File: src/hw/tbap_pkg.sv
// Function
// - answer: 0x50, identifier, zero data, info, CRC
// - first info byte is 0x91
// - second info byte upper nibble: 256-byte frames
// - protocol type 0001b; reader then waits TR2
// - third info byte upper nibble carries FWI
// - third info bits 3-2 zero: proprietary coding
// - third info bits 1-0 zero: no NAD/CID
// - accepted ATTRIB 0x1D enters command-processing state
// - ATTRIB identifier equals our answered identifier
// - decode TR0 code, always apply 64/fs minimum
// - decode TR1 code, always use 80/fs minimum
// - reserved TR0 code 11b treated as 00b
// - reserved TR1 11b as 00b; SOF/EOF kept
// - answer REQB/WUPB 0x05 as single slot
// - silent on unequal or unsupported ATTRIB settings
package tbap_pkg;
  ////////////////////////////////////////////////////////////////////////////
  // command and answer codes
  localparam logic [7:0] CMD_REQ = 8'h05;
  localparam logic [7:0] CMD_ATTRIB = 8'h1d;
  localparam logic [7:0] ANS_CODE = 8'h50;
  localparam logic [7:0] APP_DATA = 8'h00;
  localparam logic [7:0] INFO1 = 8'h91;
  localparam logic [7:0] INFO2 = 8'h81;
  localparam logic [1:0] ADC_PROP = 2'h0;
  localparam logic [1:0] FO_NONE = 2'h0;
  localparam logic [7:0] ATT_P3 = 8'h01;
  localparam logic [3:0] ATT_P4_CID = 4'h0;
  // frame lengths, CRC_B included
  localparam logic [3:0] REQ_LEN = 4'h5;
  localparam logic [3:0] ATT_LEN = 4'hb;
  localparam logic [3:0] ANS_LEN = 4'he;
  // byte positions inside frames
  localparam logic [3:0] POS_CODE = 4'h0;
  localparam logic [3:0] POS_ID = 4'h1;
  localparam logic [3:0] POS_P1 = 4'h5;
  localparam logic [3:0] POS_P2 = 4'h6;
  localparam logic [3:0] POS_P3 = 4'h7;
  localparam logic [3:0] POS_P4 = 4'h8;
  localparam logic [3:0] POS_INFO1 = 4'h9;
  localparam logic [3:0] POS_INFO2 = 4'ha;
  localparam logic [3:0] POS_INFO3 = 4'hb;
  localparam logic [3:0] POS_CRC = 4'hc;
  localparam logic [3:0] CNT_MAX = 4'hf;
  // crc_b, reflected, residue after data plus inverted crc
  localparam logic [15:0] CRC_INIT = 16'hffff;
  localparam logic [15:0] CRC_POLY = 16'h8408;
  localparam logic [15:0] CRC_RES = 16'hf0b8;
  // rate codes and reader frame sizes
  localparam logic [1:0] RATE_212 = 2'h1;
  localparam logic [1:0] RES_CODE = 2'h3;
  localparam logic [3:0] FSZ_MIN = 4'h5;
  localparam logic [3:0] FSZ_MAX = 4'h8;
  // guard times in subcarrier periods
  localparam logic [7:0] TR0_FS = 8'h40;
  localparam logic [7:0] TR1_FS = 8'h50;
  localparam logic [7:0] TR_48 = 8'h30;
  localparam logic [7:0] TR_32 = 8'h20;
  localparam logic [7:0] TR_16 = 8'h10;
  localparam logic [7:0] TR_8 = 8'h08;
  localparam longint unsigned FS_HZ = 848000;
  localparam longint unsigned CLK_HZ = 250000000;
  // least times, rounded up to whole clocks
  localparam int unsigned TR0_CYC_DFLT =
    int'((64'(TR0_FS) * CLK_HZ + FS_HZ - 1) / FS_HZ);
  localparam int unsigned TR1_CYC_DFLT =
    int'((64'(TR1_FS) * CLK_HZ + FS_HZ - 1) / FS_HZ);
  ////////////////////////////////////////////////////////////////////////////
  // register map
  localparam logic [7:0] REG_CTRL = 8'h00;
  localparam logic [7:0] REG_ID = 8'h04;
  localparam logic [7:0] REG_STAT = 8'h08;
  localparam logic [7:0] REG_ERR = 8'h0c;
  localparam logic [31:0] CTRL_RST = 32'h0000_0100;
  localparam logic [31:0] ID_RST = 32'h0000_0000;
  localparam int unsigned CTRL_EN_BIT = 8;
  ////////////////////////////////////////////////////////////////////////////
  // states
  typedef enum logic [1:0] {
    ST_IDLE = 2'b00,
    ST_READY = 2'b01,
    ST_ACTIVE = 2'b10
  } tbap_st_t;
  typedef enum logic [2:0] {
    PH_OFF = 3'b000,
    PH_TR0 = 3'b001,
    PH_TR1 = 3'b010,
    PH_SEND = 3'b011,
    PH_DRAIN = 3'b100
  } tbap_ph_t;
  ////////////////////////////////////////////////////////////////////////////
  // one byte of crc_b, lsb first
  function automatic logic [15:0] crc_b(input logic [15:0] c,
                                        input logic [7:0] d);
    logic [15:0] r;
    r = c ^ {8'h00, d};
    for (int i = 0; i < 8; i++) begin
      r = r[0] ? ((r >> 1) ^ CRC_POLY) : (r >> 1);
    end
    return r;
  endfunction
  // identifier byte at frame position 1..4, msb first
  function automatic logic [7:0] id_byte(input logic [31:0] id,
                                         input logic [3:0] pos);
    case (pos)
      4'h1: return id[31:24];
      4'h2: return id[23:16];
      4'h3: return id[15:8];
      default: return id[7:0];
    endcase
  endfunction
  // nominal guard time in fs periods for a code and rate
  function automatic logic [7:0] fs_nom(input logic is_tr1,
                                        input logic [1:0] code,
                                        input logic r212);
    case (code)
      2'h1: return r212 ? TR_32 : (is_tr1 ? TR0_FS : TR_48);
      2'h2: return r212 ? TR_8 : TR_16;
      default: return is_tr1 ? TR1_FS : TR0_FS;
    endcase
  endfunction
endpackage

File: src/hw/tbap_strm_if.sv
`timescale 1ns/1ns
`default_nettype none
// byte stream with valid/ready handshake
interface tbap_strm_if #(
  parameter int unsigned W = 9
);
  logic valid; // source holds a word
  logic ready; // sink takes it this cycle
  logic [W-1:0] data; // word
  modport src (output valid, output data, input ready);
  modport snk (input valid, input data, output ready);
endinterface
`default_nettype wire

File: src/hw/tbap_top.sv
`timescale 1ns/1ns
`default_nettype none
module tbap_top
  import tbap_pkg::*;
#(
  parameter int unsigned TR0_CYC = TR0_CYC_DFLT,
  parameter int unsigned TR1_CYC = TR1_CYC_DFLT,
  parameter int unsigned FIFO_DEPTH = 4
) (
  // clock and reset
  input wire logic clk_i,
  input wire logic rst_i,
  // wishbone classic slave
  input wire logic wb_cyc_i,
  input wire logic wb_stb_i,
  input wire logic wb_we_i,
  input wire logic [7:0] wb_adr_i,
  input wire logic [3:0] wb_sel_i,
  input wire logic [31:0] wb_dat_i,
  output logic [31:0] wb_dat_o,
  output logic wb_ack_o,
  // command bytes from the demodulator
  input wire logic rx_valid_i,
  input wire logic [7:0] rx_data_i,
  input wire logic rx_eof_i,
  // answer bytes to the modulator
  output logic tx_valid_o,
  input wire logic tx_ready_i,
  output logic [7:0] tx_data_o,
  output logic tx_last_o,
  output logic tx_sc_o,
  output logic active_o
);
  // wait counters are 16 bits wide
  if (TR0_CYC < 1 || TR0_CYC > 65535 || TR1_CYC < 1 ||
      TR1_CYC > 65535) begin : g_bad_time
    $error("tbap_top guard counts out of range");
  end
  ////////////////////////////////////////////////////////////////////////////
  // declarations
  logic ack_ff; // bus answer
  logic [31:0] dat_ff; // read data
  logic [31:0] rd_w; // read mux
  logic [31:0] ctrl_ff; // fwi and enable
  logic [31:0] id_ff; // card identifier
  logic [15:0] err_ff; // crc failures
  logic [15:0] nxt_err;
  logic [3:0] rx_cnt_ff; // bytes in current frame
  logic [15:0] rx_crc_ff; // running crc of command
  logic id_ok_ff; // identifier bytes matched so far
  logic [7:0] cmd_ff, p1_ff, p2_ff, p3_ff, p4_ff; // captured bytes
  logic [1:0] tr0_code_ff, tr1_code_ff; // decoded guard codes
  logic r212_ff; // attrib chose 212 kbps
  tbap_st_t st_ff, nxt_st; // protocol state
  tbap_ph_t ph_ff, nxt_ph; // answer phase
  logic [15:0] wt_ff; // cycles in current phase
  logic [3:0] idx_ff; // next answer byte
  logic [15:0] tx_crc_ff; // running crc of answer
  logic [3:0] fwi_ff; // fwi frozen for this answer
  logic sc_ff; // subcarrier on
  tbap_strm_if #(.W(9)) in_if ();
  tbap_strm_if #(.W(9)) out_if ();
  ////////////////////////////////////////////////////////////////////////////
  // bus decode
  wire logic req_w = wb_cyc_i & wb_stb_i & ~ack_ff;
  // write lands at the edge where the master sees ack
  wire logic wr_w = wb_cyc_i & wb_stb_i & wb_we_i & ack_ff;
  wire logic wr_ctrl_w = wr_w & (wb_adr_i == REG_CTRL);
  wire logic wr_id_w = wr_w & (wb_adr_i == REG_ID);
  wire logic wr_err_w = wr_w & (wb_adr_i == REG_ERR);
  wire logic en_w = ctrl_ff[CTRL_EN_BIT];
  wire logic [31:0] stat_w = {8'h00,
    fs_nom(1'b1, tr1_code_ff, r212_ff), fs_nom(1'b0, tr0_code_ff, r212_ff),
    (ph_ff != PH_OFF), r212_ff, tr1_code_ff, tr0_code_ff, st_ff};
  // byte-lane merge for writes
  function automatic logic [31:0] wmask(input logic [31:0] o,
                                        input logic [31:0] n,
                                        input logic [3:0] sel);
    logic [31:0] r;
    r = o;
    for (int b = 0; b < 4; b++) begin
      if (sel[b]) r[8*b +: 8] = n[8*b +: 8];
    end
    return r;
  endfunction
  // read mux, unmapped words read zero
  always_comb begin
    if (wb_adr_i == REG_CTRL) rd_w = ctrl_ff;
    else if (wb_adr_i == REG_ID) rd_w = id_ff;
    else if (wb_adr_i == REG_STAT) rd_w = stat_w;
    else if (wb_adr_i == REG_ERR) rd_w = {16'h0000, err_ff};
    else rd_w = 32'h0000_0000;
  end
  // one wait state answer, ack drops after one cycle
  always_ff @(posedge clk_i) begin
    if (rst_i) begin
      ack_ff <= 1'b0;
      dat_ff <= 32'h0000_0000;
    end else begin
      ack_ff <= req_w;
      dat_ff <= req_w ? rd_w : dat_ff;
    end
  end
  assign wb_ack_o = ack_ff;
  assign wb_dat_o = dat_ff;
  // software registers
  always_ff @(posedge clk_i) begin
    if (rst_i) begin
      ctrl_ff <= CTRL_RST;
      id_ff <= ID_RST;
    end else begin
      ctrl_ff <= wr_ctrl_w ? wmask(ctrl_ff, wb_dat_i, wb_sel_i) : ctrl_ff;
      id_ff <= wr_id_w ? wmask(id_ff, wb_dat_i, wb_sel_i) : id_ff;
    end
  end
  ////////////////////////////////////////////////////////////////////////////
  // command receive; the tag is half duplex, so bytes are
  // ignored while an answer is pending or on air
  wire logic rx_take_w = rx_valid_i & en_w & (ph_ff == PH_OFF);
  wire logic rx_end_w = rx_eof_i & en_w & (ph_ff == PH_OFF);
  wire logic crc_ok_w = (rx_crc_ff == CRC_RES);
  wire logic in_id_w = (rx_cnt_ff >= POS_ID) && (rx_cnt_ff < POS_P1);
  // equal rates, both within 106/212, and a frame size we take
  wire logic rate_ok_w = (p2_ff[7:6] == p2_ff[5:4]) &&
                         (p2_ff[7:6] <= RATE_212);
  wire logic size_ok_w = (p2_ff[3:0] >= FSZ_MIN) &&
                         (p2_ff[3:0] <= FSZ_MAX);
  wire logic att_ok_w = rate_ok_w & size_ok_w & (p3_ff == ATT_P3) &
                        (p4_ff[3:0] == ATT_P4_CID);
  // slot bits of the request are not looked at
  wire logic req_hit_w = rx_end_w & crc_ok_w & (cmd_ff == CMD_REQ) &
                         (rx_cnt_ff == REQ_LEN) &
                         (st_ff != ST_ACTIVE);
  wire logic att_hit_w = rx_end_w & crc_ok_w & (cmd_ff == CMD_ATTRIB) &
                         (rx_cnt_ff == ATT_LEN) & (st_ff == ST_READY) &
                         id_ok_ff & att_ok_w;
  wire logic crc_bad_w = rx_end_w & (rx_cnt_ff != 4'h0) & ~crc_ok_w;
  // counter, crc and identifier match run per byte
  always_ff @(posedge clk_i) begin
    if (rst_i || rx_end_w) begin
      rx_cnt_ff <= 4'h0;
      rx_crc_ff <= CRC_INIT;
      id_ok_ff <= 1'b1;
    end else if (rx_take_w) begin
      rx_cnt_ff <= (rx_cnt_ff == CNT_MAX) ? CNT_MAX : rx_cnt_ff + 4'h1;
      rx_crc_ff <= crc_b(rx_crc_ff, rx_data_i);
      if (in_id_w && rx_data_i != id_byte(id_ff, rx_cnt_ff)) begin
        id_ok_ff <= 1'b0;
      end
    end
  end
  // header bytes captured by position
  always_ff @(posedge clk_i) begin
    if (rst_i) begin
      {cmd_ff, p1_ff, p2_ff, p3_ff, p4_ff} <= '0;
    end else if (rx_take_w) begin
      if (rx_cnt_ff == POS_CODE) cmd_ff <= rx_data_i;
      if (rx_cnt_ff == POS_P1) p1_ff <= rx_data_i;
      if (rx_cnt_ff == POS_P2) p2_ff <= rx_data_i;
      if (rx_cnt_ff == POS_P3) p3_ff <= rx_data_i;
      if (rx_cnt_ff == POS_P4) p4_ff <= rx_data_i;
    end
  end
  // crc failures; a failure in the clearing cycle still counts
  assign nxt_err = (wr_err_w ? 16'h0000 : err_ff) + {15'h0000, crc_bad_w};
  always_ff @(posedge clk_i) begin
    err_ff <= rst_i ? 16'h0000 : nxt_err;
  end
  ////////////////////////////////////////////////////////////////////////////
  // guard codes kept on accept; bits 3-0 of param1 are not used,
  // so frames always carry their start and end marks
  always_ff @(posedge clk_i) begin
    if (rst_i) begin
      tr0_code_ff <= 2'h0;
      tr1_code_ff <= 2'h0;
      r212_ff <= 1'b0;
    end else if (att_hit_w) begin
      tr0_code_ff <= (p1_ff[7:6] == RES_CODE) ? 2'h0 : p1_ff[7:6];
      tr1_code_ff <= (p1_ff[5:4] == RES_CODE) ? 2'h0 : p1_ff[5:4];
      r212_ff <= (p2_ff[7:6] == RATE_212);
    end
  end
  // protocol state; clearing enable drops back to idle
  always_comb begin
    nxt_st = st_ff;
    case (st_ff)
      ST_IDLE: if (req_hit_w) nxt_st = ST_READY;
      ST_READY: if (att_hit_w) nxt_st = ST_ACTIVE;
      ST_ACTIVE: nxt_st = ST_ACTIVE;
      default: nxt_st = ST_IDLE;
    endcase
    if (!en_w) nxt_st = ST_IDLE;
  end
  always_ff @(posedge clk_i) begin
    st_ff <= rst_i ? ST_IDLE : nxt_st;
  end
  assign active_o = (st_ff == ST_ACTIVE);
  ////////////////////////////////////////////////////////////////////////////
  // answer sequencer: wait the longest TR0 and TR1 whatever the
  // reader asked, since the shorter codes are never shorter than safe
  wire logic push_w = (ph_ff == PH_SEND) & in_if.ready;
  wire logic out_end_w = tx_valid_o & tx_ready_i & tx_last_o;
  always_comb begin
    nxt_ph = ph_ff;
    case (ph_ff)
      PH_OFF: if (req_hit_w) nxt_ph = PH_TR0;
      PH_TR0: if (wt_ff == 16'(TR0_CYC - 1)) nxt_ph = PH_TR1;
      PH_TR1: if (wt_ff == 16'(TR1_CYC - 1)) nxt_ph = PH_SEND;
      PH_SEND: if (push_w && idx_ff == ANS_LEN - 4'h1) nxt_ph = PH_DRAIN;
      PH_DRAIN: if (out_end_w) nxt_ph = PH_OFF;
      default: nxt_ph = PH_OFF;
    endcase
  end
  // phase, wait counter and subcarrier
  always_ff @(posedge clk_i) begin
    if (rst_i) begin
      ph_ff <= PH_OFF;
      wt_ff <= 16'h0000;
      sc_ff <= 1'b0;
    end else begin
      ph_ff <= nxt_ph;
      wt_ff <= (nxt_ph != ph_ff) ? 16'h0000 : wt_ff + 16'h0001;
      sc_ff <= (nxt_ph == PH_TR1) || (nxt_ph == PH_SEND) ||
               (nxt_ph == PH_DRAIN);
    end
  end
  assign tx_sc_o = sc_ff;
  // byte index, answer crc and frozen fwi
  always_ff @(posedge clk_i) begin
    if (rst_i || ph_ff == PH_OFF) begin
      idx_ff <= 4'h0;
      tx_crc_ff <= CRC_INIT;
      fwi_ff <= rst_i ? 4'h0 : ctrl_ff[3:0];
    end else if (push_w) begin
      idx_ff <= idx_ff + 4'h1;
      tx_crc_ff <= (idx_ff < POS_CRC) ? crc_b(tx_crc_ff, in_if.data[7:0])
                                      : tx_crc_ff;
    end
  end
  // answer byte by position
  function automatic logic [7:0] ans_byte(input logic [3:0] i,
                                          input logic [31:0] id,
                                          input logic [3:0] fwi,
                                          input logic [15:0] crc);
    if (i == POS_CODE) return ANS_CODE;
    else if (i < POS_P1) return id_byte(id, i);
    else if (i < POS_INFO1) return APP_DATA;
    else if (i == POS_INFO1) return INFO1;
    else if (i == POS_INFO2) return INFO2;
    else if (i == POS_INFO3) return {fwi, ADC_PROP, FO_NONE};
    else if (i == POS_CRC) return ~crc[7:0];
    else return ~crc[15:8];
  endfunction
  assign in_if.valid = (ph_ff == PH_SEND);
  assign in_if.data = {(idx_ff == ANS_LEN - 4'h1),
                       ans_byte(idx_ff, id_ff, fwi_ff, tx_crc_ff)};
  // four-word buffer ahead of the modulator; its ready stalls the sequencer
  tbap_fifo #(.W(9), .DEPTH(FIFO_DEPTH)) u_fifo (
    .clk_i(clk_i),
    .rst_i(rst_i),
    .s(in_if),
    .m(out_if)
  );
  assign tx_valid_o = out_if.valid;
  assign out_if.ready = tx_ready_i;
  assign tx_data_o = out_if.data[7:0];
  assign tx_last_o = out_if.data[8];

  logic [31:0] gap_ff; // cycles since last accepted request
  always_ff @(posedge clk_i) begin
    gap_ff <= (rst_i || req_hit_w) ? 32'h0 : gap_ff + 32'h1;
  end
endmodule // tbap_top
`default_nettype wire

File: src/hw/tbap_fifo.sv
`timescale 1ns/1ns
`default_nettype none
module tbap_fifo #(
  parameter int unsigned W = 9,
  parameter int unsigned DEPTH = 4
) (
  // clock and reset
  input wire logic clk_i,
  input wire logic rst_i,
  // fill and drain sides
  tbap_strm_if.snk s,
  tbap_strm_if.src m
);
  localparam int unsigned AW = $clog2(DEPTH);
  // pointer compare needs a power of two
  if (DEPTH < 2 || (DEPTH & (DEPTH - 1)) != 0) begin : g_bad_depth
    $error("tbap_fifo depth must be a power of two");
  end
  logic [W-1:0] mem_ff [DEPTH]; // storage words
  logic [AW:0] wr_ff; // write pointer, extra wrap bit
  logic [AW:0] rd_ff; // read pointer, extra wrap bit
  wire logic full_w = (wr_ff[AW-1:0] == rd_ff[AW-1:0]) &&
                      (wr_ff[AW] != rd_ff[AW]);
  wire logic empty_w = (wr_ff == rd_ff);
  wire logic wr_en_w = s.valid & ~full_w;
  wire logic rd_en_w = m.ready & ~empty_w;
  assign s.ready = ~full_w;
  assign m.valid = ~empty_w;
  assign m.data = mem_ff[rd_ff[AW-1:0]];
  // storage write, no reset needed for data
  always_ff @(posedge clk_i) begin
    if (wr_en_w) begin
      mem_ff[wr_ff[AW-1:0]] <= s.data;
    end
  end
  // pointers
  always_ff @(posedge clk_i) begin
    if (rst_i) begin
      wr_ff <= '0;
      rd_ff <= '0;
    end else begin
      wr_ff <= wr_ff + (AW + 1)'(wr_en_w);
      rd_ff <= rd_ff + (AW + 1)'(rd_en_w);
    end
  end
endmodule // tbap_fifo
`default_nettype wire

File: config.mk
export PLATFORM = sky130hd
export DESIGN_NAME = tbap_top
export DESIGN_NICKNAME = d
export VERILOG_FILES = /design/src/hw/tbap_pkg.sv /design/src/hw/tbap_strm_if.sv /design/src/hw/tbap_top.sv /design/src/hw/tbap_fifo.sv
export SDC_FILE = /design/constraint.sdc
export NUM_CORES = 1
export LEC_CHECK = 0
export BUFFER_PORTS_ARGS = -buffer_cell sky130_fd_sc_hd__buf_2
export CAP_MARGIN = 20
export CORE_ASPECT_RATIO = 0.8
export CORE_MARGIN = 1
export CORE_UTILIZATION = 45
export DETAILED_ROUTE_END_ITERATION = 8
export PLACE_DENSITY = 0.65
export SYNTH_ARGS = -nofsm -noshare
export SYNTH_HDL_FRONTEND = slang
export SYNTH_SLANG_ARGS = --single-unit
export TNS_END_PERCENT = 50
File: constraint.sdc
create_clock -name clk_i -period 2.51 [get_ports clk_i]
set_clock_uncertainty 0.1 [all_clocks]
set_input_delay 0 -clock clk_i [delete_from_list [all_inputs] [get_ports clk_i]]
set_output_delay 0 -clock clk_i [all_outputs]
set_load 0.05 [all_outputs]
==> results of run 1 <==
==> worst max-delay path by stage <==
stage	startpoint	end	slack, ns	depth (start not counted)
after floorplan	idx_ff[0]	tx_crc_ff[3]	0.006	11
after global placement	idx_ff[0]	tx_crc_ff[9]	-0.18	11
after detailed placement	idx_ff[0]	tx_crc_ff[9]	-0.22	11
after CTS	idx_ff[0]	tx_crc_ff[8]	-0.01	13
after global routing	idx_ff[0]	tx_crc_ff[0]	-0.08	13
final	idx_ff[0]	tx_crc_ff[8]	-0.002	12
==> tightest hold or removal path: stages <==
cell	delay [ns]
buf_2	0.11
buf_4	0.22
o21ai_0	0.20
a22oi_1	0.07
nor2_1	0.08
==> placed cells by master, fill, tap and decap left out, types with 18 or more instances in the layout <==
| master | netlist | routed |
|---|---|---|
| o21ai_0 | 22 | 18 |
| a22oi_1 | 21 | 21 |
| nor3_1 | 34 | 33 |
| nor2b_1 | 23 | 21 |
| nand3_1 | 27 | 27 |
| xor2_1 | 50 | 46 |
| o211ai_1 | 25 | 25 |
| dlygate4sd3_1 | 0 | 60 |
| buf_2 | 10 | 103 |
| dfxtp_1 | 219 | 215 |
| inv_1 | 24 | 23 |
| clkbuf_16 | 0 | 28 |
| a21oi_1 | 104 | 103 |
| buf_4 | 5 | 109 |
| xnor2_1 | 34 | 30 |
| mux2i_1 | 38 | 36 |
| nor2_1 | 163 | 155 |
| edfxtp_1 | 40 | 40 |
| nand2_1 | 208 | 207 |
==> per-stage QoR <==
stage	setup slack [ns]	util (%)
final	-0.00185	59.1
after global routing	-0.0836	59.1
after CTS	-0.0131	58.0
after detailed placement	-0.224	51.6
after global placement	-0.176	51.6
after floorplan	0.00555	-
==> area by class of cell <==
class | count | area [sq um]
flip-flops and latches | 259 | 5590
repair buffers | 286 | 2120
well taps | 357 | 447
multi-input cells | 988 | 6570
fillers | 2285 | 10800
clock inverters | 12 | 90.1
clock buffers | 36 | 759
inverters | 25 | 98.8
==> cells in the mapped netlist, types with 14 or more instances <==
cell and n:
nand3_1 27, mux4_2 14, o21ai_0 22, a22oi_1 21, o211ai_1 25, xnor2_1 34
nor2_1 163, xor2_1 50, clkbuf_1 62, ha_1 23, nor2b_1 23, a211oi_1 14
inv_1 24, a21oi_1 104, dfxtp_1 219, mux2i_1 38, nand2_1 208, nor3_1 34
edfxtp_1 40, and2_1 14
==> state kept, by name, indices dropped and copies added, names as in the netlist, 16 cells and up <==
name / cells
ctrl_ff: 32
err_ff: 16
id_ff: 32
rx_crc_ff: 16
tx_crc_ff: 16
u_fifo.mem_ff: 36
wb_dat_o: 32
wt_ff: 16
==> power by group through the flow <==
| stage | clock network, mW | logic [mW] | registers, mW |
|---|---|---|---|
| floorplan | 0 | 0.282 | 4.44 |
| global placement | 0 | 0.540 | 4.38 |
| detailed placement | 0 | 0.543 | 4.38 |
| CTS | 3.92 | 0.613 | 4.29 |
| global route | 4.09 | 0.673 | 4.29 |
| finish | 3.87 | 0.627 | 4.29 |
==> kinds of logic after synthesis <==
kind of cell | synth area share [%]
adders and majority gates | 2.35
xor gates and xnor gates | 6.41
muxes | 6.99
DFF | 45.6
buffers and inverters | 3.73
and+or+nand+nor | 20.7
AOI/OAI and AO/OA | 14.1
==> per-layer routing <==
metal | vias up | GRT usage [%]
met2 | 352 | 38.1
met3 | 74 | 4.83
met4 | 0 | 8.64
met5 | - | 0
li1 | 5232 | -
met1 | 5155 | 36.1
==> what timing repair did <==
| item | 4_1_cts | 5_1_grt |
|---|---|---|
| gates resized for setup | 46 | 51 |
| endpoints found under the hold margin | 142 | 0 |
| hold buffers | 60 | 0 |
| cloned | 0 | 1 |
| setup buffers | 7 | 7 |
| endpoints found under the setup margin | 38 | 60 |
| pin swaps | 19 | 27 |
==> flow_metrics.py, run 1 <==
metrics = {
    "status": {
        "outcome": "complete, but fails checks",
        "violations": "setup timing",
    },
    "floorplan": {
        "start_util_pct": 46.1,
        "rows": 53,
        "die-area_sq_um": 27900,
        "coreArea_sq_um": 26500,
        "die_x_um": 186,
        "die_y_um": 150,
        "ioPinCount": 105,
    },
    "worst_hold_path": {
        "min_path_cells": 5,
        "min_path_type": "input port to register",
        "hold_end": "wb_dat_o[19]",
        "hp-start": "wb_adr_i[2]",
    },
    "placed_design": {
        "placed_cells": 1841,
        "dpl_cell_area_sq_um": 13700,
        "port_buffers": 104,
        "post-dp-hpwl_mm": 25.5,
        "routabilityCongestion": 0.895,
    },
    "drt": {
        "drt-total-wl_mm": 36.2,
        "wl_met3_mm": 2.48,
        "postRouteAntennaNets": 0,
        "drtIter0Drc": 1097,
        "m1WireLength_mm": 17.1,
        "avgRoutedWirePerCell_um": 18.4,
        "highest_layer": "met4",
        "via_count": 10800,
        "drc": 0,
        "viasPerCell": 5.51,
        "dr.pass1.iters": 6,
        "wl_met2_mm": 15.4,
    },
    "synth": {
        "synth_seq_cells": 259,
        "ys_top_cells_by_area": "dfxtp_1 36%, edfxtp_1 9.8%, nand2_1 6.4%, nor2_1 5.0%, a21oi_1 4.3%",
        "synth_enable_flop_cells": 40,
        "synthArstFlopShare_pct": 0,
        "synth-main-ff-cell": "dfxtp_1",
        "syn_inst": 1354,
        "yosys_warnings": 0,
        "synth_nets": 1437,
        "synth_cell_type_count": 77,
        "yosysTopAreaCellShare_pct": 35.8,
        "ys_seq_area_share_pct": 45.6,
        "syn-cell-area_sq_um": 12200,
        "syn_avg_cell_area_sq_um": 9.04,
        "synth_top_area_cell": "dfxtp_1",
    },
    "finish": {
        "drive_above_1_share_pct": 23.4,
        "layout.nets": 1670,
        "area_growth_pct": 28.1,
        "stdcell_count": 1963,
        "diodes": 0,
        "stdcell_area_sq_um": 15700,
    },
    "power_and_ir_drop": {
        "p_comb_share_pct": 7.1,
        "total_power_mw": 8.79,
        "internal_power_mw": 6.71,
        "clkPwrFrac_pct": 44.1,
        "power_switching_share_pct": 23.6,
        "power_switching_mw": 2.07,
        "power_frac_seq_pct": 48.8,
        "power.density_nw_per_um2": 561,
        "p_leak_nw": 6.08,
        "vdd_ir_drop_max_uv": 495,
    },
    "timing": {
        "fin_crit_ns": 2.51,
        "relSlewSlack_pct": 22.3,
        "final-max-slew-violation-count": 0,
        "layout_setup_ws_ns": -0.00185,
        "whs_ns": 0.0910,
        "hold_viol_final": 0,
        "worst_pin_slew_ns": 1.16,
        "period_share_pct": 100,
        "rsz0062_at_grt": "true",
        "fmax_mhz": 398,
        "fin_tns_setup_ns": -0.00185,
        "setup_viol": 1,
    },
    "critical_path": {
        "cp-start-kind": "register",
        "r2r_slack_ns": -0.002,
        "reg2regPathDepth": 12,
        "r2r_start": "idx_ff[0]",
        "reg2reg_to": "tx_crc_ff[8]",
        "crit_fanout": 6,
        "cp_slowest_cell": "dfxtp_2",
        "path_class": "register to register",
        "path_buf_inv": 3,
        "path_cells": "buf_6 -> inv_6 -> ha_4 -> buf_4 -> a22o_1 -> a211oi_2 -> o21ai_1 -> o211a_1 -> xnor2_4 -> xnor2_4 -> xor2_1 -> o21ai_1",
        "cp.required_ns": 2.83,
        "crit_arrival_ns": 2.83,
        "critPathCaptureType": "register",
        "critical_path.top_delay_family": "compound AO/OA/AOI/OAI gates",
        "max_stage_delay_ns": 0.35,
    },
    "cts": {
        "cts_tree": "done",
        "cts-htree-levels": 1,
        "numCtsBuffers": 27,
        "clock_sinks": 259,
        "clk_pin_slew_ns": 0.06,
        "cts_max_path_buffers": 3,
        "cts-root-buf": "clkbuf_16",
        "clk-insertion-delay-late_ns": 0.54,
    },
    "global_routing": {
        "first_global_vias": 10200,
        "gr-total-overflow": 0,
        "grt_max_degree": 86,
        "gr-usage-all-layers_pct": 25.3,
        "antenna_found_initial": 0,
        "grt_pass1_wl_mm": 55.5,
    },
    "run": {
        "cap_violations": 0,
    },
}
No activity file was read; power rests on OpenSTA's default activity.
==> run 2: changes to the inputs <==
--- a/config.mk
+++ b/config.mk
@@ -10,6 +10,7 @@
 export CORE_ASPECT_RATIO = 0.8
 export CORE_MARGIN = 1
 export CORE_UTILIZATION = 45
+export CTS_BUF_LIST = sky130_fd_sc_hd__clkbuf_4
 export DETAILED_ROUTE_END_ITERATION = 8
 export PLACE_DENSITY = 0.65
 export SYNTH_ARGS = -nofsm -noshare
==> run 2 against run 1 <==
Net effect: global-route usage up 0.72 points; clock-buffer cell count rose by 67; fmax shrank 1.4%; via count up 2.7%; the flow still finishes with violations (setup timing); worst hold slack got worse by 0.031 ns; sequential power about the same; critical endpoint is now tx_crc_ff[3]; largest power group unchanged; register-to-register slack worse by 0.04 ns; final area grew 0.51%; clock power decreased by 3%; combinational power rose by 1%; sequential cell count did not move.
==> flow_metrics.py, run 2 (synthesis gave the netlist of run 1 again) <==
metrics = {
    "status": {
        "outcome": "complete, but fails checks",
        "violations": "setup timing",
    },
    "placed_design": {
        "dpl_cell_area_sq_um": 13700,
        "post-dp-hpwl_mm": 25.5,
        "routabilityCongestion": 0.895,
        "port_buffers": 104,
    },
    "timing": {
        "worst_pin_slew_ns": 1.14,
        "relSlewSlack_pct": 24.0,
        "fin_tns_setup_ns": -0.112,
        "fmax_mhz": 392,
        "rsz0062_at_grt": "true",
        "setup_viol": 5,
        "whs_ns": 0.0602,
        "final-max-slew-violation-count": 0,
        "period_share_pct": 102,
        "hold_viol_final": 0,
        "fin_crit_ns": 2.55,
        "layout_setup_ws_ns": -0.0383,
    },
    "floorplan": {
        "start_util_pct": 46.1,
        "coreArea_sq_um": 26500,
        "die-area_sq_um": 27900,
        "rows": 53,
        "ioPinCount": 105,
        "die_x_um": 186,
        "die_y_um": 150,
    },
    "global_routing": {
        "grt_max_degree": 86,
        "grt_pass1_wl_mm": 56.7,
        "first_global_vias": 10600,
        "gr-usage-all-layers_pct": 26.0,
        "antenna_found_initial": 1,
        "gr-total-overflow": 0,
    },
    "finish": {
        "largest_register_ffs": 36,
        "final_common_cell": "dfxtp_1",
        "stdcell_area_sq_um": 15800,
        "area_growth_pct": 28.8,
        "drive_above_1_share_pct": 25.9,
        "final_core_util_pct": 59.4,
        "layout.nets": 1723,
        "fill_cells": 2365,
        "multi_input_area_sq_um": 6520,
        "final_cell_mix": "216 x dfxtp_1, 207 x nand2_1, 160 x nor2_1",
        "regArea_sq_um": 5590,
    },
    "critical_path": {
        "cp.required_ns": 2.95,
        "path_class": "register to register",
        "crit_arrival_ns": 2.98,
        "critPathCaptureType": "register",
        "cp_slowest_cell": "a222oi_1",
        "path_common_cell": "buf_6",
        "path_buf_inv": 4,
        "crit_fanout": 6,
        "path_cells": "buf_6 -> inv_4 -> ha_4 -> buf_6 -> a222oi_1 -> o31ai_2 -> a31oi_1 -> a21oi_2 -> xnor2_1 -> buf_4 -> xnor2_4 -> mux2i_1 -> a21oi_1",
        "max_stage_delay_ns": 0.37,
        "critical_path.top_delay_family": "compound AO/OA/AOI/OAI gates",
        "cp-start-kind": "register",
    },
    "power_and_ir_drop": {
        "power_frac_seq_pct": 49.3,
        "clkPwrFrac_pct": 43.4,
        "total_power_mw": 8.69,
        "internal_power_mw": 6.57,
        "power_switching_mw": 2.13,
        "vdd_ir_drop_max_uv": 250,
        "p_comb_share_pct": 7.3,
        "power.density_nw_per_um2": 552,
        "p_leak_nw": 6.22,
        "power_switching_share_pct": 24.5,
    },
    "cts": {
        "cts-htree-levels": 3,
        "numCtsBuffers": 67,
        "cts-root-buf": "clkbuf_4",
        "clk_pin_slew_ns": 0.06,
        "clk-insertion-delay-late_ns": 0.67,
        "clock_sinks": 259,
        "cts_tree": "done",
        "cts_max_path_buffers": 3,
    },
    "drt": {
        "viasPerCell": 5.44,
        "drtIter0Drc": 1047,
        "drc": 0,
        "dr.pass1.iters": 7,
        "drt-total-wl_mm": 36.8,
        "via_count": 11100,
        "avgRoutedWirePerCell_um": 18.0,
        "postRouteAntennaNets": 0,
    },
    "run": {
        "cap_violations": 0,
    },
    "worst_hold_path": {
        "min_path_type": "input port to register",
    },
}
[run 2: repair_timing]
item                                    4_1_cts  5_1_grt
resized for setup                            45       40
cloned                                        0        0
endpoints found under the setup margin       37       57
hold buffers                                 74        0
pin swaps                                    20       31
endpoints found under the hold margin       191        0
setup buffers                                 9        5
[run 2: per-stage QoR]
step           cells  worst slack [ns]
2_1_floorplan   1354           0.00555
3_3_place_gp    1841            -0.176
3_5_place_dp    1841            -0.224
4_1_cts         2037           -0.0144
5_1_grt         2042            -0.134
6_report        2042           -0.0383
[run 2: worst paths after layout]
kind	from	to	slack, ns	depth (start not counted)
worst max-delay path	idx_ff[0]	tx_crc_ff[3]	-0.04	13
worst min-delay path	wb_dat_i[28]	ctrl_ff[28]	0.06	4
worst max register to register	idx_ff[0]	tx_crc_ff[3]	-0.04	13
worst min register to register	ctrl_ff[21]	ctrl_ff[21]	0.35	2
[run 2: layout make-up]
class,instances,share of cell area [%]
clock buffer,103,4.91
antenna,1,0.0159
timing repair buffer,299,14.2
clock inverter,10,0.595
tap,357,2.83
inverter,25,0.611
multi-input combinational,988,41.4
sequential,259,35.5
[run 2: tightest hold or removal path: stages]
cell           delay [ns]
dlygate4sd3_1        0.53
buf_2                0.13
nand2_1              0.05
a21oi_1              0.06
[run 2: routing by layer]
metal,vias to the layer above,track usage (%),wire [um]
met4,0,9.67,914
met5,-,0,0
met3,72,5.23,2620
li1,5365,-,-
met1,5273,36.4,17100
met2,398,39.5,16200
[run 2: power groups by stage]
stage | clock [mW] | combinational (mW) | sequential (mW)
2_1_floorplan | 0 | 0.282 | 4.44
3_3_place_gp | 0 | 0.540 | 4.38
3_5_place_dp | 0 | 0.543 | 4.38
4_1_cts | 3.88 | 0.625 | 4.28
5_1_grt | 4.09 | 0.682 | 4.29
6_report | 3.77 | 0.635 | 4.29
==> run 3: changes to the inputs <==
--- a/config.mk
+++ b/config.mk
@@ -5,6 +5,7 @@
 export SDC_FILE = /design/constraint.sdc
 export NUM_CORES = 1
 export LEC_CHECK = 0
+export ABC_AREA = 1
 export BUFFER_PORTS_ARGS = -buffer_cell sky130_fd_sc_hd__buf_2
 export CAP_MARGIN = 20
 export CORE_ASPECT_RATIO = 0.8
@@ -15,5 +16,6 @@
 export PLACE_DENSITY = 0.65
 export SYNTH_ARGS = -nofsm -noshare
 export SYNTH_HDL_FRONTEND = slang
+export SYNTH_HIERARCHICAL = 1
 export SYNTH_SLANG_ARGS = --single-unit
 export TNS_END_PERCENT = 50
==> run 3 against run 2 <==
Net effect: largest cell class unchanged; sequential cell count stayed put; critical endpoint is now ctrl_ff[16]; via count is 16% higher; worst setup slack better by 0.023 ns; global-route usage is 0.73 points higher; the run still ends with setup timing left; worst hold slack worse by 0.015 ns.
==> flow_metrics.py, run 3 <==
metrics = {
    "synth": {
        "synth_cell_type_count": 47,
        "synthArstFlopShare_pct": 0,
        "yosysTopAreaCellShare_pct": 34.1,
        "synth-main-ff-cell": "dfxtp_1",
        "syn_avg_cell_area_sq_um": 7.46,
        "synth.top_cells.by_count": "278 x nand2_1, 219 x dfxtp_1, 219 x inv_1",
        "ys_top_cells_by_area": "dfxtp_1 34%, edfxtp_1 9.3%, nand2_1 8.1%, a21oi_1 6.5%, inv_1 6.4%",
        "ys_seq_area_share_pct": 43.4,
        "synth_enable_flop_cells": 40,
        "yosys_warnings": 6,
        "syn-cell-area_sq_um": 12900,
        "syn_inst": 1725,
        "synth_seq_cells": 259,
        "synth_top_area_cell": "dfxtp_1",
        "synth_nets": 1809,
        "synth.most_common_cell": "nand2_1",
    },
    "cts": {
        "cts_tree": "done",
        "numCtsBuffers": 69,
        "cts-root-buf": "clkbuf_4",
        "clk-insertion-delay-late_ns": 0.69,
        "clk_pin_slew_ns": 0.07,
        "clock_sinks": 259,
        "cts_max_path_buffers": 3,
        "cts-htree-levels": 3,
    },
    "power_and_ir_drop": {
        "vdd_ir_drop_max_uv": 456,
        "p_leak_nw": 6.81,
        "power.density_nw_per_um2": 562,
    },
    "global_routing": {
        "gr-total-overflow": 0,
        "antenna_found_initial": 2,
        "gr-usage-all-layers_pct": 26.7,
        "grt_pass1_wl_mm": 61.8,
        "grt_max_degree": 74,
        "first_global_vias": 11800,
    },
    "floorplan": {
        "coreArea_sq_um": 27700,
        "die_y_um": 153,
        "die-area_sq_um": 29300,
        "ioPinCount": 105,
        "die_x_um": 191,
        "rows": 54,
        "start_util_pct": 46.5,
    },
    "timing": {
        "worst_pin_slew_ns": 0.687,
        "hold_viol_final": 0,
        "period_share_pct": 101,
        "setup_viol": 1,
        "whs_ns": 0.0455,
        "fin_crit_ns": 2.53,
        "final-max-slew-violation-count": 0,
        "layout_setup_ws_ns": -0.0157,
        "relSlewSlack_pct": 54.2,
        "fmax_mhz": 396,
        "rsz0062_at_grt": "true",
    },
    "critical_path": {
        "crit_arrival_ns": 3.00,
        "path_class": "register to register",
        "crit_fanout": 16,
        "critPathCaptureType": "register",
        "cp.required_ns": 2.99,
        "startpoint": "wb_ack_o",
        "cp_slowest_cell": "dlygate4sd3_1",
        "cp-start-kind": "register",
        "critical_path.top_delay_family": "buffers and inverters",
        "max_stage_delay_ns": 0.57,
        "r2r_start": "wb_ack_o",
        "path_buf_inv": 2,
        "path_cells": "nand2_1 -> nor2_2 -> buf_4 -> nand3_1 -> o21ai_0 -> a21oi_1 -> dlygate4sd3_1",
    },
    "finish": {
        "final_common_cell": "nand2_1",
        "largest_register_ffs": 36,
        "area_growth_pct": 23.9,
        "final_core_util_pct": 57.6,
        "drive_above_1_share_pct": 18.0,
        "final_cell_mix": "276 x nand2_1, 216 x dfxtp_1, 215 x inv_1",
        "layout.nets": 2067,
        "stdcell_area_sq_um": 15900,
    },
    "worst_hold_path": {
        "min_path_type": "input port to register",
        "hp-start": "wb_dat_i[3]",
    },
    "drt": {
        "drtIter0Drc": 1125,
        "avgRoutedWirePerCell_um": 16.5,
        "viasPerCell": 5.38,
        "drt-total-wl_mm": 39.6,
        "via_count": 12900,
        "postRouteAntennaNets": 0,
        "dr.pass1.iters": 5,
        "drc": 0,
    },
    "placed_design": {
        "place_ws_ns": 0.0362,
        "post-dp-hpwl_mm": 27.9,
        "routabilityCongestion": 0.916,
        "port_buffers": 104,
        "dpl_cell_area_sq_um": 13900,
    },
    "run": {
        "cap_violations": 0,
    },
    "status": {
        "violations": "setup timing",
        "outcome": "complete, but fails checks",
    },
}
-- run 3: cell types whose count changed after synthesis, moves of 23 or more --
cell      before  now
inv_1         24  219
nor2b_1       23    0
nand2_1      208  278
mux2i_1       38    0
a21oi_1      104  167
o21ai_0       22  150
nand3_1       27  141
nor2_2         0   23
clkbuf_1      62   37
xor2_1        50   14
-- run 3: area by class of cell --
type / instances / area (sq um)
Fill cell: 2584 / 11800
Multi-Input combinational cell: 1165 / 6180
Sequential cell: 259 / 5590
Timing Repair Buffer: 250 / 1880
Inverter: 238 / 897
Clock buffer: 94 / 706
Tap cell: 364 / 455
Clock inverter: 31 / 224
Antenna cell: 2 / 5.00
-- run 3: kinds of logic after synthesis --
group | count (synthesis) | synth area share [%]
DFF | 259 | 43.4
and+or+nand+nor | 695 | 24.7
buffers and inverters | 301 | 9.43
adders and majority gates | 24 | 2.33
xor gates and xnor gates | 32 | 2.18
AOI/OAI and AO/OA | 414 | 18.0
-- run 3: power by group --
part | switching (mW) | internal (mW) | total, mW
sequential | 0.0452 | 4.26 | 4.30
combinational | 0.429 | 0.260 | 0.689
clock | 1.81 | 2.16 | 3.98
-- run 3: stage by stage --
| stage | cells | TNS, ns | total power, mW |
|---|---|---|---|
| global placement | 2172 | 0 | 4.97 |
| global route | 2403 | -0.878 | 9.32 |
| finish | 2403 | -0.0157 | 8.97 |
| floorplan | 1725 | -0.0364 | 4.76 |
| CTS | 2387 | 0 | 9.03 |
| detailed placement | 2172 | 0 | 4.98 |
-- run 3: worst reg2reg max path, delay by kind of cell, from the launching register on --
kind	cells	cell delay (ns)
flip-flops	1	0.40
AND/OR/NAND/NOR	3	0.72
AO/OA/AOI/OAI	2	0.40
buffers and inverters	2	0.82
-- run 3: path summary, 6_finish.rpt --
kind | slack (ns) | end | cells after the start
max | -0.02 | ctrl_ff[16] | 7
min | 0.05 | id_ff[3] | 4
max reg2reg | -0.02 | ctrl_ff[16] | 7
min reg2reg | 0.34 | err_ff[6] | 1
-- run 3: timing repair --
action,4_1_cts,5_1_grt
hold buffers,90,0
hold endpoints to repair,184,0
setup buffers,0,14
endpoints found under the setup margin,1,39
gates resized for setup,1,30
pin swaps,0,7
-- run 3: routing by layer --
metal	vias to the layer above	share of wire, %	global-route usage, %
li1	6336	-	-
met1	5948	47	39.6
met2	569	42	37.9
met3	67	8.7	5.24
met4	0	2.4	10.1
met5	-	0	0
